--- src/logic/css_pkg.sv ---
// shared constants of the clocked serial 8-bit shifter
// assumes a 32-bit wishbone slave with byte offsets in the low address byte
package css_pkg;

  // register byte offsets
  localparam logic [7:0] ADR_POWER = 8'h00;
  localparam logic [7:0] ADR_XFER = 8'h04;
  localparam logic [7:0] ADR_DATA = 8'h08;
  localparam logic [7:0] ADR_MODE = 8'h0c;
  localparam logic [7:0] ADR_IDLE = 8'h10;

  // field positions
  localparam int BIT_EN = 7;
  localparam int BIT_RUN = 7;
  localparam int BIT_ABORT = 6;
  localparam int FLD_MODE_LSB = 4;
  localparam int FLD_SCK_LSB = 0;
  localparam int FLD_IFM_LSB = 2;
  localparam int BIT_IDLE_RUN = 6;

  // transfer modes
  localparam logic [1:0] TM_TX = 2'h0;
  localparam logic [1:0] TM_RSVD = 2'h1;
  localparam logic [1:0] TM_TXRX = 2'h2;
  localparam logic [1:0] TM_RX = 2'h3;

  // interface operating modes
  localparam logic [1:0] IFM_PORT = 2'h0;
  localparam logic [1:0] IFM_SIO = 2'h1;
  localparam logic [1:0] IFM_TWO = 2'h2;

  // serial clock: code 111 is the pin, others give period 2**(code+base)
  localparam logic [2:0] SCK_EXT = 3'h7;
  localparam int SCK_EXP_BASE = 3;
  localparam logic [3:0] BYTE_BITS = 4'h8;

  // reset values
  localparam logic [2:0] RST_SCK = 3'h0;
  localparam logic [1:0] RST_MODE = TM_TX;
  localparam logic [1:0] RST_IFM = IFM_PORT;
  localparam logic [7:0] RST_BYTE = 8'h00;

  typedef enum logic [3:0] {
    ST_IDLE = 4'h1,
    ST_LOAD = 4'h2,
    ST_SHIFT = 4'h4,
    ST_WAIT = 4'h8
  } css_state_e;

endpackage

--- src/logic/css_clk_if.sv ---
// request and edge events between the shift engine and the clock divider
// assumes one system clock for both ends
`timescale 1ns/1ps
`default_nettype none
interface css_clk_if;
  logic run;
  logic [2:0] sel;
  logic fall;
  logic rise;
  modport gen (input run, input sel, output fall, output rise);
  modport eng (output run, output sel, input fall, input rise);
endinterface
`default_nettype wire

--- src/logic/css_clkgen.sv ---
// internal serial clock divider: alternate fall and rise pulses
// assumes run drops between bytes so each byte starts with a fall
`timescale 1ns/1ps
`default_nettype none
module css_clkgen import css_pkg::*; #(
  parameter int CW = 9
) (
  // system
  input wire logic i_clk_sys,
  input wire logic i_resetn,
  // engine side
  css_clk_if.gen clk_if
);
  logic [CW-1:0] cnt_q;
  logic [CW-1:0] half_m1;
  logic [3:0] shamt;
  logic ph_q;
  logic fall_q;
  logic rise_q;

  if (CW < 9) begin : g_chk
    $error("css_clkgen counter too narrow for slowest rate");
  end

  // half period is 2**(code+base-1) system clocks
  assign shamt = {1'b0, clk_if.sel} + 4'(SCK_EXP_BASE - 1);
  assign half_m1 = (CW'(1) << shamt) - CW'(1);
  assign clk_if.fall = fall_q;
  assign clk_if.rise = rise_q;

  always_ff @(posedge i_clk_sys or negedge i_resetn) begin
    if (!i_resetn) begin
      cnt_q <= '0;
      ph_q <= 1'b0;
      fall_q <= 1'b0;
      rise_q <= 1'b0;
    end else if (!clk_if.run) begin
      cnt_q <= '0;
      ph_q <= 1'b0;
      fall_q <= 1'b0;
      rise_q <= 1'b0;
    end else if (cnt_q == half_m1) begin
      cnt_q <= '0;
      ph_q <= ~ph_q;
      fall_q <= ~ph_q;
      rise_q <= ph_q;
    end else begin
      cnt_q <= cnt_q + CW'(1);
      fall_q <= 1'b0;
      rise_q <= 1'b0;
    end
  end
endmodule
`default_nettype wire

--- src/logic/css_sync.sv ---
// two-flop synchroniser for asynchronous pin levels
// assumes inputs are levels, not pulses shorter than two clocks
`timescale 1ns/1ps
`default_nettype none
module css_sync #(
  parameter int W = 1
) (
  // system
  input wire logic i_clk_sys,
  input wire logic i_resetn,
  // data
  input wire logic [W-1:0] i_d,
  output logic [W-1:0] o_q
);
  logic [W-1:0] meta_q;

  if (W < 1) begin : g_chk
    $error("css_sync width below one");
  end

  always_ff @(posedge i_clk_sys or negedge i_resetn) begin
    if (!i_resetn) begin
      meta_q <= '0;
      o_q <= '0;
    end else begin
      meta_q <= i_d;
      o_q <= meta_q;
    end
  end
endmodule
`default_nettype wire

--- src/logic/css_top.sv ---
// clocked serial 8-bit shifter with wishbone register slave
// assumes classic wishbone, 32-bit data, and an asynchronous serial peer
//
// Added by the designer: the address map and the Wishbone register port.
`timescale 1ns/1ps
`default_nettype none

// Functional notes
// - mode field: 00 transmit, 10 transmit and receive, 11 receive, 01 reserved.
// - clock field picks a divided internal rate, or the pin clock for 111.
// - abort stops any transfer at once and clears the active flag.
// - run cleared while sending: finish the byte, then clear the active flag.
// - transmit loads the buffer into the shifter, sends 8 bits lsb first.
// - after loading, the buffer is empty; in mode 00 the interrupt asks for more.
// - internal clock, no new byte: stop the clock and wait for a write.
// - at start the output holds the previous last bit until the first fall.
// - receive shifts lsb first, stores eight bits in the buffer, interrupts.
// - internal clock receive waits until software reads the received byte.
// - run cleared while receiving: store the current byte, then go inactive.
// - a transfer mode change discards buffer contents.
// - buffer has separate read and write storage; reads give received data.
// - transmit data shifts on falling clock, receive samples on rising.
// - internal clock drives the pin, which is high when a transfer starts.
// - write-only operating mode: 00 port, 01 serial, 10 two-wire, 11 reserved.
// - status shows transfer-active and shift-active flags, 1 while busy.
// - writes to the mode address set control; reads return the status.
// - idle-run bit: stop (0) or keep working (1) in the idle mode.
// - enable bit gates operation; other settings are kept while disabled.
module css_top import css_pkg::*; (
  // system
  input wire logic i_clk_sys,
  input wire logic i_resetn,
  input wire logic i_idle_mode,
  // wishbone slave
  input wire logic i_wb_cyc,
  input wire logic i_wb_stb,
  input wire logic i_wb_we,
  input wire logic [31:0] i_wb_adr,
  input wire logic [31:0] i_wb_dat,
  input wire logic [3:0] i_wb_sel,
  output logic o_wb_ack,
  output logic [31:0] o_wb_dat,
  // serial link
  input wire logic i_sck,
  output logic o_sck,
  output logic o_sck_oe,
  output logic o_sdo,
  input wire logic i_sdi,
  // event
  output logic o_irq
);

  ////////////////////////////////////////////////////////////////////////////
  // state
  css_state_e st_q;
  logic en_q, run_q, abort_q;
  logic [1:0] mode_q;
  logic [2:0] sck_q;
  logic [1:0] ifm_q;
  logic idle_run_q;
  logic [7:0] txb_q;
  logic [7:0] rxb_q;
  logic tx_full_q, rx_full_q;
  logic [7:0] sh_q;
  logic [3:0] cnt_q;
  logic sck_prev_q;
  logic [1:0] pin_s;
  logic go, ext_sel, tx_mode, rx_mode, ready, start_ok, shifting, fall;
  logic rise, ext_fall, ext_rise, byte_end, req, wr, rd;
  logic [7:0] adr, wd;
  logic [31:0] rdata;

  css_clk_if clk_if ();

  ////////////////////////////////////////////////////////////////////////////
  // pins and clocks

  css_sync #(.W(2)) u_sync (
    .i_clk_sys(i_clk_sys),
    .i_resetn(i_resetn),
    .i_d({i_sck, i_sdi}),
    .o_q(pin_s)
  );

  css_clkgen #(.CW(9)) u_clkgen (
    .i_clk_sys(i_clk_sys),
    .i_resetn(i_resetn),
    .clk_if(clk_if)
  );

  // edge detect looks only at the second synchroniser flop
  always_ff @(posedge i_clk_sys or negedge i_resetn) begin
    if (!i_resetn) begin
      sck_prev_q <= 1'b1;
    end else begin
      sck_prev_q <= pin_s[1];
    end
  end

  assign ext_fall = sck_prev_q & ~pin_s[1];
  assign ext_rise = ~sck_prev_q & pin_s[1];

  ////////////////////////////////////////////////////////////////////////////
  // decode of modes

  assign go = en_q && (ifm_q == IFM_SIO) && (!i_idle_mode || idle_run_q);
  assign ext_sel = (sck_q == SCK_EXT);
  assign tx_mode = (mode_q == TM_TX) || (mode_q == TM_TXRX);
  assign rx_mode = (mode_q == TM_TXRX) || (mode_q == TM_RX);
  assign ready = (!tx_mode || tx_full_q) && (!rx_mode || !rx_full_q);
  assign start_ok = run_q && (mode_q != TM_RSVD) && ready;
  assign shifting = (st_q == ST_SHIFT) && go && !abort_q;
  assign fall = ext_sel ? ext_fall : clk_if.fall;
  assign rise = ext_sel ? ext_rise : clk_if.rise;
  assign byte_end = shifting && rise && (cnt_q == BYTE_BITS - 4'h1);
  assign clk_if.run = shifting && !ext_sel;
  assign clk_if.sel = sck_q;

  ////////////////////////////////////////////////////////////////////////////
  // transfer sequencer
  always_ff @(posedge i_clk_sys or negedge i_resetn) begin
    if (!i_resetn) begin
      st_q <= ST_IDLE;
    end else if (abort_q) begin
      st_q <= ST_IDLE;
    end else if (go) begin
      unique case (st_q)
        ST_IDLE: begin
          if (start_ok) begin
            st_q <= ST_LOAD;
          end
        end
        ST_LOAD: begin
          st_q <= ST_SHIFT;
        end
        ST_SHIFT: begin
          if (byte_end) begin
            if (!run_q) begin
              st_q <= ST_IDLE;
            end else if (ext_sel) begin
              st_q <= (tx_mode && !tx_full_q) ? ST_IDLE : ST_LOAD;
            end else if (tx_mode && !tx_full_q || rx_mode) begin
              st_q <= ST_WAIT;
            end else begin
              st_q <= ST_LOAD;
            end
          end
        end
        ST_WAIT: begin
          if (!run_q) begin
            st_q <= ST_IDLE;
          end else if (ready) begin
            st_q <= ST_LOAD;
          end
        end
        default: begin
          st_q <= ST_IDLE;
        end
      endcase
    end
  end

  ////////////////////////////////////////////////////////////////////////////
  // shifter, counter and data out
  always_ff @(posedge i_clk_sys or negedge i_resetn) begin
    if (!i_resetn) begin
      sh_q <= RST_BYTE;
      cnt_q <= 4'h0;
      o_sdo <= 1'b0;
    end else if (go && !abort_q) begin
      if (st_q == ST_LOAD) begin
        sh_q <= txb_q;
        cnt_q <= 4'h0;
      end else if (shifting && fall && tx_mode) begin
        o_sdo <= sh_q[0];
      end else if (shifting && rise) begin
        sh_q <= {pin_s[0], sh_q[7:1]};
        cnt_q <= cnt_q + 4'h1;
      end
    end
  end

  always_ff @(posedge i_clk_sys or negedge i_resetn) begin
    if (!i_resetn) begin
      o_sck <= 1'b1;
      o_sck_oe <= 1'b0;
    end else begin
      o_sck_oe <= go && !ext_sel;
      if (!clk_if.run) begin
        o_sck <= 1'b1;
      end else if (clk_if.fall) begin
        o_sck <= 1'b0;
      end else if (clk_if.rise) begin
        o_sck <= 1'b1;
      end
    end
  end

  ////////////////////////////////////////////////////////////////////////////
  // wishbone slave: one wait state, ack for one cycle
  assign req = i_wb_cyc && i_wb_stb && !o_wb_ack;
  assign wr = req && i_wb_we && i_wb_sel[0];
  assign rd = req && !i_wb_we;
  assign adr = i_wb_adr[7:0];
  assign wd = i_wb_dat[7:0];

  always_comb begin
    rdata = 32'h0;
    unique case (adr)
      ADR_POWER: rdata[BIT_EN] = en_q;
      ADR_XFER: rdata[7:0] = {run_q, abort_q, mode_q, 1'b1, sck_q};
      ADR_DATA: rdata[7:0] = rxb_q;
      ADR_MODE: rdata[7:0] = {4'hf, st_q != ST_IDLE, st_q == ST_SHIFT, 2'h3};
      ADR_IDLE: rdata[7:0] = {1'b1, idle_run_q, 5'h1f, 1'b0};
      default: rdata = 32'h0;
    endcase
  end

  always_ff @(posedge i_clk_sys or negedge i_resetn) begin
    if (!i_resetn) begin
      o_wb_ack <= 1'b0;
      o_wb_dat <= 32'h0;
    end else begin
      o_wb_ack <= req;
      o_wb_dat <= rd ? rdata : 32'h0;
    end
  end

  // control registers; only the enable is writable while disabled
  always_ff @(posedge i_clk_sys or negedge i_resetn) begin
    if (!i_resetn) begin
      en_q <= 1'b0;
      run_q <= 1'b0;
      abort_q <= 1'b0;
      mode_q <= RST_MODE;
      sck_q <= RST_SCK;
      ifm_q <= RST_IFM;
      idle_run_q <= 1'b0;
    end else if (wr) begin
      if (adr == ADR_POWER) begin
        en_q <= wd[BIT_EN];
      end
      if (en_q && adr == ADR_XFER) begin
        run_q <= wd[BIT_RUN];
        abort_q <= wd[BIT_ABORT];
        mode_q <= wd[FLD_MODE_LSB +: 2];
        sck_q <= wd[FLD_SCK_LSB +: 3];
      end
      if (en_q && adr == ADR_MODE) begin
        ifm_q <= wd[FLD_IFM_LSB +: 2];
      end
      if (en_q && adr == ADR_IDLE) begin
        idle_run_q <= wd[BIT_IDLE_RUN];
      end
    end
  end

  ////////////////////////////////////////////////////////////////////////////
  // data buffer: separate write and read halves
  logic mode_chg;
  assign mode_chg = wr && en_q && (adr == ADR_XFER) && (wd[FLD_MODE_LSB +: 2] != mode_q);

  // load empties buffer; a write in the same cycle wins
  always_ff @(posedge i_clk_sys or negedge i_resetn) begin
    if (!i_resetn) begin
      txb_q <= RST_BYTE;
      tx_full_q <= 1'b0;
    end else if (mode_chg) begin
      txb_q <= RST_BYTE;
      tx_full_q <= 1'b0;
    end else if (wr && en_q && adr == ADR_DATA) begin
      txb_q <= wd;
      tx_full_q <= 1'b1;
    end else if (go && !abort_q && st_q == ST_LOAD && tx_mode) begin
      tx_full_q <= 1'b0;
    end
  end

  // store byte; set wins over the read that clears
  always_ff @(posedge i_clk_sys or negedge i_resetn) begin
    if (!i_resetn) begin
      rxb_q <= RST_BYTE;
      rx_full_q <= 1'b0;
    end else if (mode_chg) begin
      rxb_q <= RST_BYTE;
      rx_full_q <= 1'b0;
    end else if (byte_end && rx_mode) begin
      rxb_q <= {pin_s[0], sh_q[7:1]};
      rx_full_q <= 1'b1;
    end else if (rd && adr == ADR_DATA) begin
      rx_full_q <= 1'b0;
    end
  end

  always_ff @(posedge i_clk_sys or negedge i_resetn) begin
    if (!i_resetn) begin
      o_irq <= 1'b0;
    end else begin
      o_irq <= (byte_end && rx_mode) || (go && !abort_q && st_q == ST_LOAD && mode_q == TM_TX);
    end
  end
endmodule
`default_nettype wire
--- config.mk ---
export PLATFORM = sky130hd
export DESIGN_NAME = css_top
export DESIGN_NICKNAME = d
export VERILOG_FILES = /design/src/logic/css_pkg.sv /design/src/logic/css_clk_if.sv /design/src/logic/css_clkgen.sv /design/src/logic/css_sync.sv /design/src/logic/css_top.sv
export SDC_FILE = /design/constraint.sdc
export NUM_CORES = 1
export LEC_CHECK = 0
export ABC_AREA = 1
export BUFFER_PORTS_ARGS = -buffer_cell sky130_fd_sc_hd__clkbuf_2
export CORE_MARGIN = 3
export CORE_UTILIZATION = 48
export CTS_CLUSTER_DIAMETER = 120
export DETAILED_ROUTE_END_ITERATION = 6
export HOLD_SLACK_MARGIN = 0.06
export PLACE_DENSITY_LB_ADDON = 0.25
export SLEW_MARGIN = 20
export SYNTH_ARGS = -nofsm -noshare
export SYNTH_HDL_FRONTEND = slang
export SYNTH_SLANG_ARGS = --single-unit
export TNS_END_PERCENT = 20
--- constraint.sdc ---
create_clock -name i_clk_sys -period 2.3 [get_ports i_clk_sys]
set_input_delay 0.345 -clock i_clk_sys [delete_from_list [all_inputs] [get_ports i_clk_sys]]
set_output_delay 0.345 -clock i_clk_sys [all_outputs]
set_load 0.02 [all_outputs]
==> flow_summary.json <==
{
  "design_area_mm2": 0.00465,
  "initial_core_util_pct": 49.7,
  "slew_viol_final": 0,
  "grt_max_degree": 42,
  "cp_data_arrival_time_ns": 2.41,
  "fmax_mhz": 460,
  "core_mm2": 0.00830,
  "synthDistinctLibCells": 39,
  "grt.met2_usage_pct": 33.4,
  "synth_compound_area_share_pct": 11.8,
  "fin_tns_setup_ns": 0,
  "grt_use_met3_pct": 4.88,
  "routedWlPerCell_um": 14.3,
  "cts_tree": "built",
  "cts-root-buf": "clkbuf_8",
  "grt_first_pass_wirelength_um": 15300,
  "first_iter_violations": 130,
  "p_leak_nw": 2.29,
  "avgSynthCellArea_um2": 8.56,
  "die_y_um": 98.7,
  "drc": 0,
  "dr.pass1.iters": 4,
  "rows": 33,
  "synth_cells": 482,
  "power.total_mw": 2.61,
  "hold_class": "in2reg",
  "dieArea_mm2": 0.00974,
  "min_from": "i_sck",
  "grt.busiest_layer": "met2",
  "cts-buffers-inserted": 9,
  "ant_nets": 0,
  "via_per_inst": 5.07,
  "dpl.hpwl_um": 6700,
  "grt_pass1_vias": 3164,
  "port_buffers": 37,
  "place_area_mm2": 0.00436,
  "swShare_pct": 22.4,
  "synthSimpleGateAreaFrac_pct": 27.5,
  "dp_cells": 621,
  "status": "completed",
  "clock_latency_ns": 0.35,
  "worstSetupStartpoint": "clk_if.sel[1]$_DFFE_PN0P_",
  "yosysSeqAreaShare_pct": 45.6,
  "nets": 610,
  "synth_top_area_share_pct": 43.7,
  "path_clk_slew_ns": 0.08,
  "worst_slack_ns": 0.126,
  "track_usage_pct": 19.9,
  "final-hold-violation-count": 0,
  "synthMuxAreaShare_pct": 0.273,
  "slew_headroom_pct": 51.7,
  "numClockSinks": 75,
  "p_sw_mw": 0.586,
  "timing.final.crit_share_pct": 94.5,
  "criticalPathCategory": "reg2reg",
  "syn_area_mm2": 0.00413,
  "pin_count": 113,
  "insertedDiodeCount": 0,
  "grt_util_met1_pct": 25.4,
  "grt_antenna_before_repair": 0,
  "fin_crit_ns": 2.17,
  "final_cells": 640,
  "clock_path_buffers": 2,
  "gp_congestion": 0.907,
  "die_x_um": 98.7,
  "syn2layout_area_growth_pct": 12.7,
  "hold_depth": 1,
  "p_clk_share_pct": 44.3,
  "synth_top_family_by_area": "simple AND/OR/NAND/NOR gates",
  "grt_overflow": 0,
  "dp_slack_ns": 0.0370,
  "fin_skew_ns": 0.0105,
  "crit_required_ns": 2.54,
  "tightest_slew_ns": 0.721,
  "synth_adder_area_share_pct": 1.21,
  "r2r-start": "clk_if.sel[1]$_DFFE_PN0P_",
  "synth-seq-cells": 75,
  "reg2reg_depth": 12,
  "endpoint_kind": "register",
  "layout-drive-gt1-share_pct": 25.8,
  "synthTopCellsByArea": "dfrtp_1, nand2_1, nand3_1, buf_4, inv_1",
  "combPwrFrac_pct": 4.9,
  "vias": 3244,
  "setup_viol": 0,
  "vdd_drop_max_mv": 0.301,
  "seqPwrFrac_pct": 50.9,
  "grt_setup_unrepaired": "no",
  "power.density_mw_per_mm2": 561,
  "totalWireLength_um": 9120,
  "synthXorXnorAreaFrac_pct": 2.76,
  "synth_top_area_cell": "dfrtp_1",
  "p_int_mw": 2.02,
  "maxCapViolCount": 0,
  "cts.htree.levels": 3,
  "crit_path_max_fanout": 4,
  "ys_warn_count": 0,
  "startpoint_type": "register"
}
[through the flow]
stage,hold slack (ns),utilization [%]
after floorplan,0.0494,-
after global placement,0.335,52.5
after detailed placement,0.335,52.5
after CTS,0.0812,55.4
after global routing,0.0815,56.0
final,0.0996,56.0
[area by class of cell]
class | instances | area, µm²
Clock buffer | 12 | 155
Clock inverter | 4 | 72.6
Fill cell | 765 | 3650
Inverter | 55 | 206
Multi-Input combinational cell | 343 | 1930
Sequential cell | 75 | 1880
Tap cell | 105 | 131
Timing Repair Buffer | 46 | 270
[path summary, 6_finish.rpt]
path / end / slack, ns
worst max-delay path: u_clkgen.cnt_q[5]$_DFF_PN0_ / 0.13
min in group asynchronous: u_sync.meta_q[0]$_DFF_PN0_ / 0.49
worst max register to register: u_clkgen.cnt_q[5]$_DFF_PN0_ / 0.13
max in group asynchronous: sck_prev_q$_DFF_PN1_ / 1.14
worst min register to register: u_sync.o_q[1]$_DFF_PN0_ / 0.35
worst min-delay path: u_sync.meta_q[1]$_DFF_PN0_ / 0.1
[metal layers]
layer	up-vias	part of all wire, %	wire (µm)
met2	70	50	4600
met5	-	0	0
met3	15	4.3	391
met4	0	2.5	225
li1	1617	-	-
met1	1542	43	3900
[cells in the mapped netlist, drive strengths merged]
cell type	count
conb	1
dfstp	3
xor2	9
o211ai	1
a41oi	1
nand4	8
buf	31
o21a	1
a31oi	4
dfrtp	72
nand2	114
nor3	4
nor2	41
clkbuf	2
mux2	1
o21ai	53
xnor2	4
nor4	1
a21oi	18
o2111ai	1
nand3b	2
ha	4
nand3	48
inv	55
o21bai	3
[timing repair]
action,4_1_cts,5_1_grt
setup buffers,0,1
hold endpoints to repair,33,0
gates resized for setup,0,6
setup endpoints to repair,0,12
hold buffers,1,0
[cells by family after synthesis]
group	count (synthesis)
buffers and inverters	88
DFF	75
AOI/OAI and AO/OA	82
xor gates and xnor gates	13
and+or+nand+nor	218
muxes	1
adders and majority gates	4
other	1
[state kept, by name, summed over array words and instances (netlist names), 2 cells and up]
| name | cells |
|---|---|
| rxb_q | 8 |
| txb_q | 8 |
| ifm_q | 2 |
| mode_q | 2 |
| cnt_q | 4 |
| sh_q | 8 |
| u_clkgen.cnt_q | 9 |
| u_sync.meta_q | 2 |
| clk_if.sel | 3 |
| o_wb_dat | 8 |
| u_sync.o_q | 2 |
| st_q | 4 |
[layout by cell type, fill, tap and decap left out, drive strengths merged, types with 2 or more instances in the layout]
| cell | instances |
|---|---|
| nand4 | 8 |
| dfrtp | 72 |
| ha | 4 |
| nor3 | 4 |
| dfstp | 3 |
| nor2 | 41 |
| clkbuf | 48 |
| nand2 | 115 |
| nand3 | 48 |
| conb | 24 |
| inv | 55 |
| o21ai | 53 |
| a21oi | 18 |
| a31oi | 4 |
| nand3b | 2 |
| xnor2 | 4 |
| o21bai | 3 |
| buf | 9 |
| xor2 | 9 |
| bufinv | 2 |
[power by group through the flow]
stage	registers (mW)	clock network, mW	logic, mW
after global placement	1.35	0	0.125
final	1.33	1.15	0.127
after global routing	1.33	1.24	0.141
after detailed placement	1.35	0	0.126
after CTS	1.33	1.18	0.128
after floorplan	1.35	0	0.0909
[critical path: stages (launching register included)]
cell,delay (ns)
dfrtp_1,0.42
ha_4,0.27
nor2_4,0.12
nand3_1,0.10
ha_2,0.34
xor2_1,0.14
nand3_1,0.08
nor2_1,0.09
nand2_1,0.10
nor2_4,0.16
nand2_4,0.10
nand2_4,0.11
nor2_2,0.04
Power figures use the tool's default switching activity.
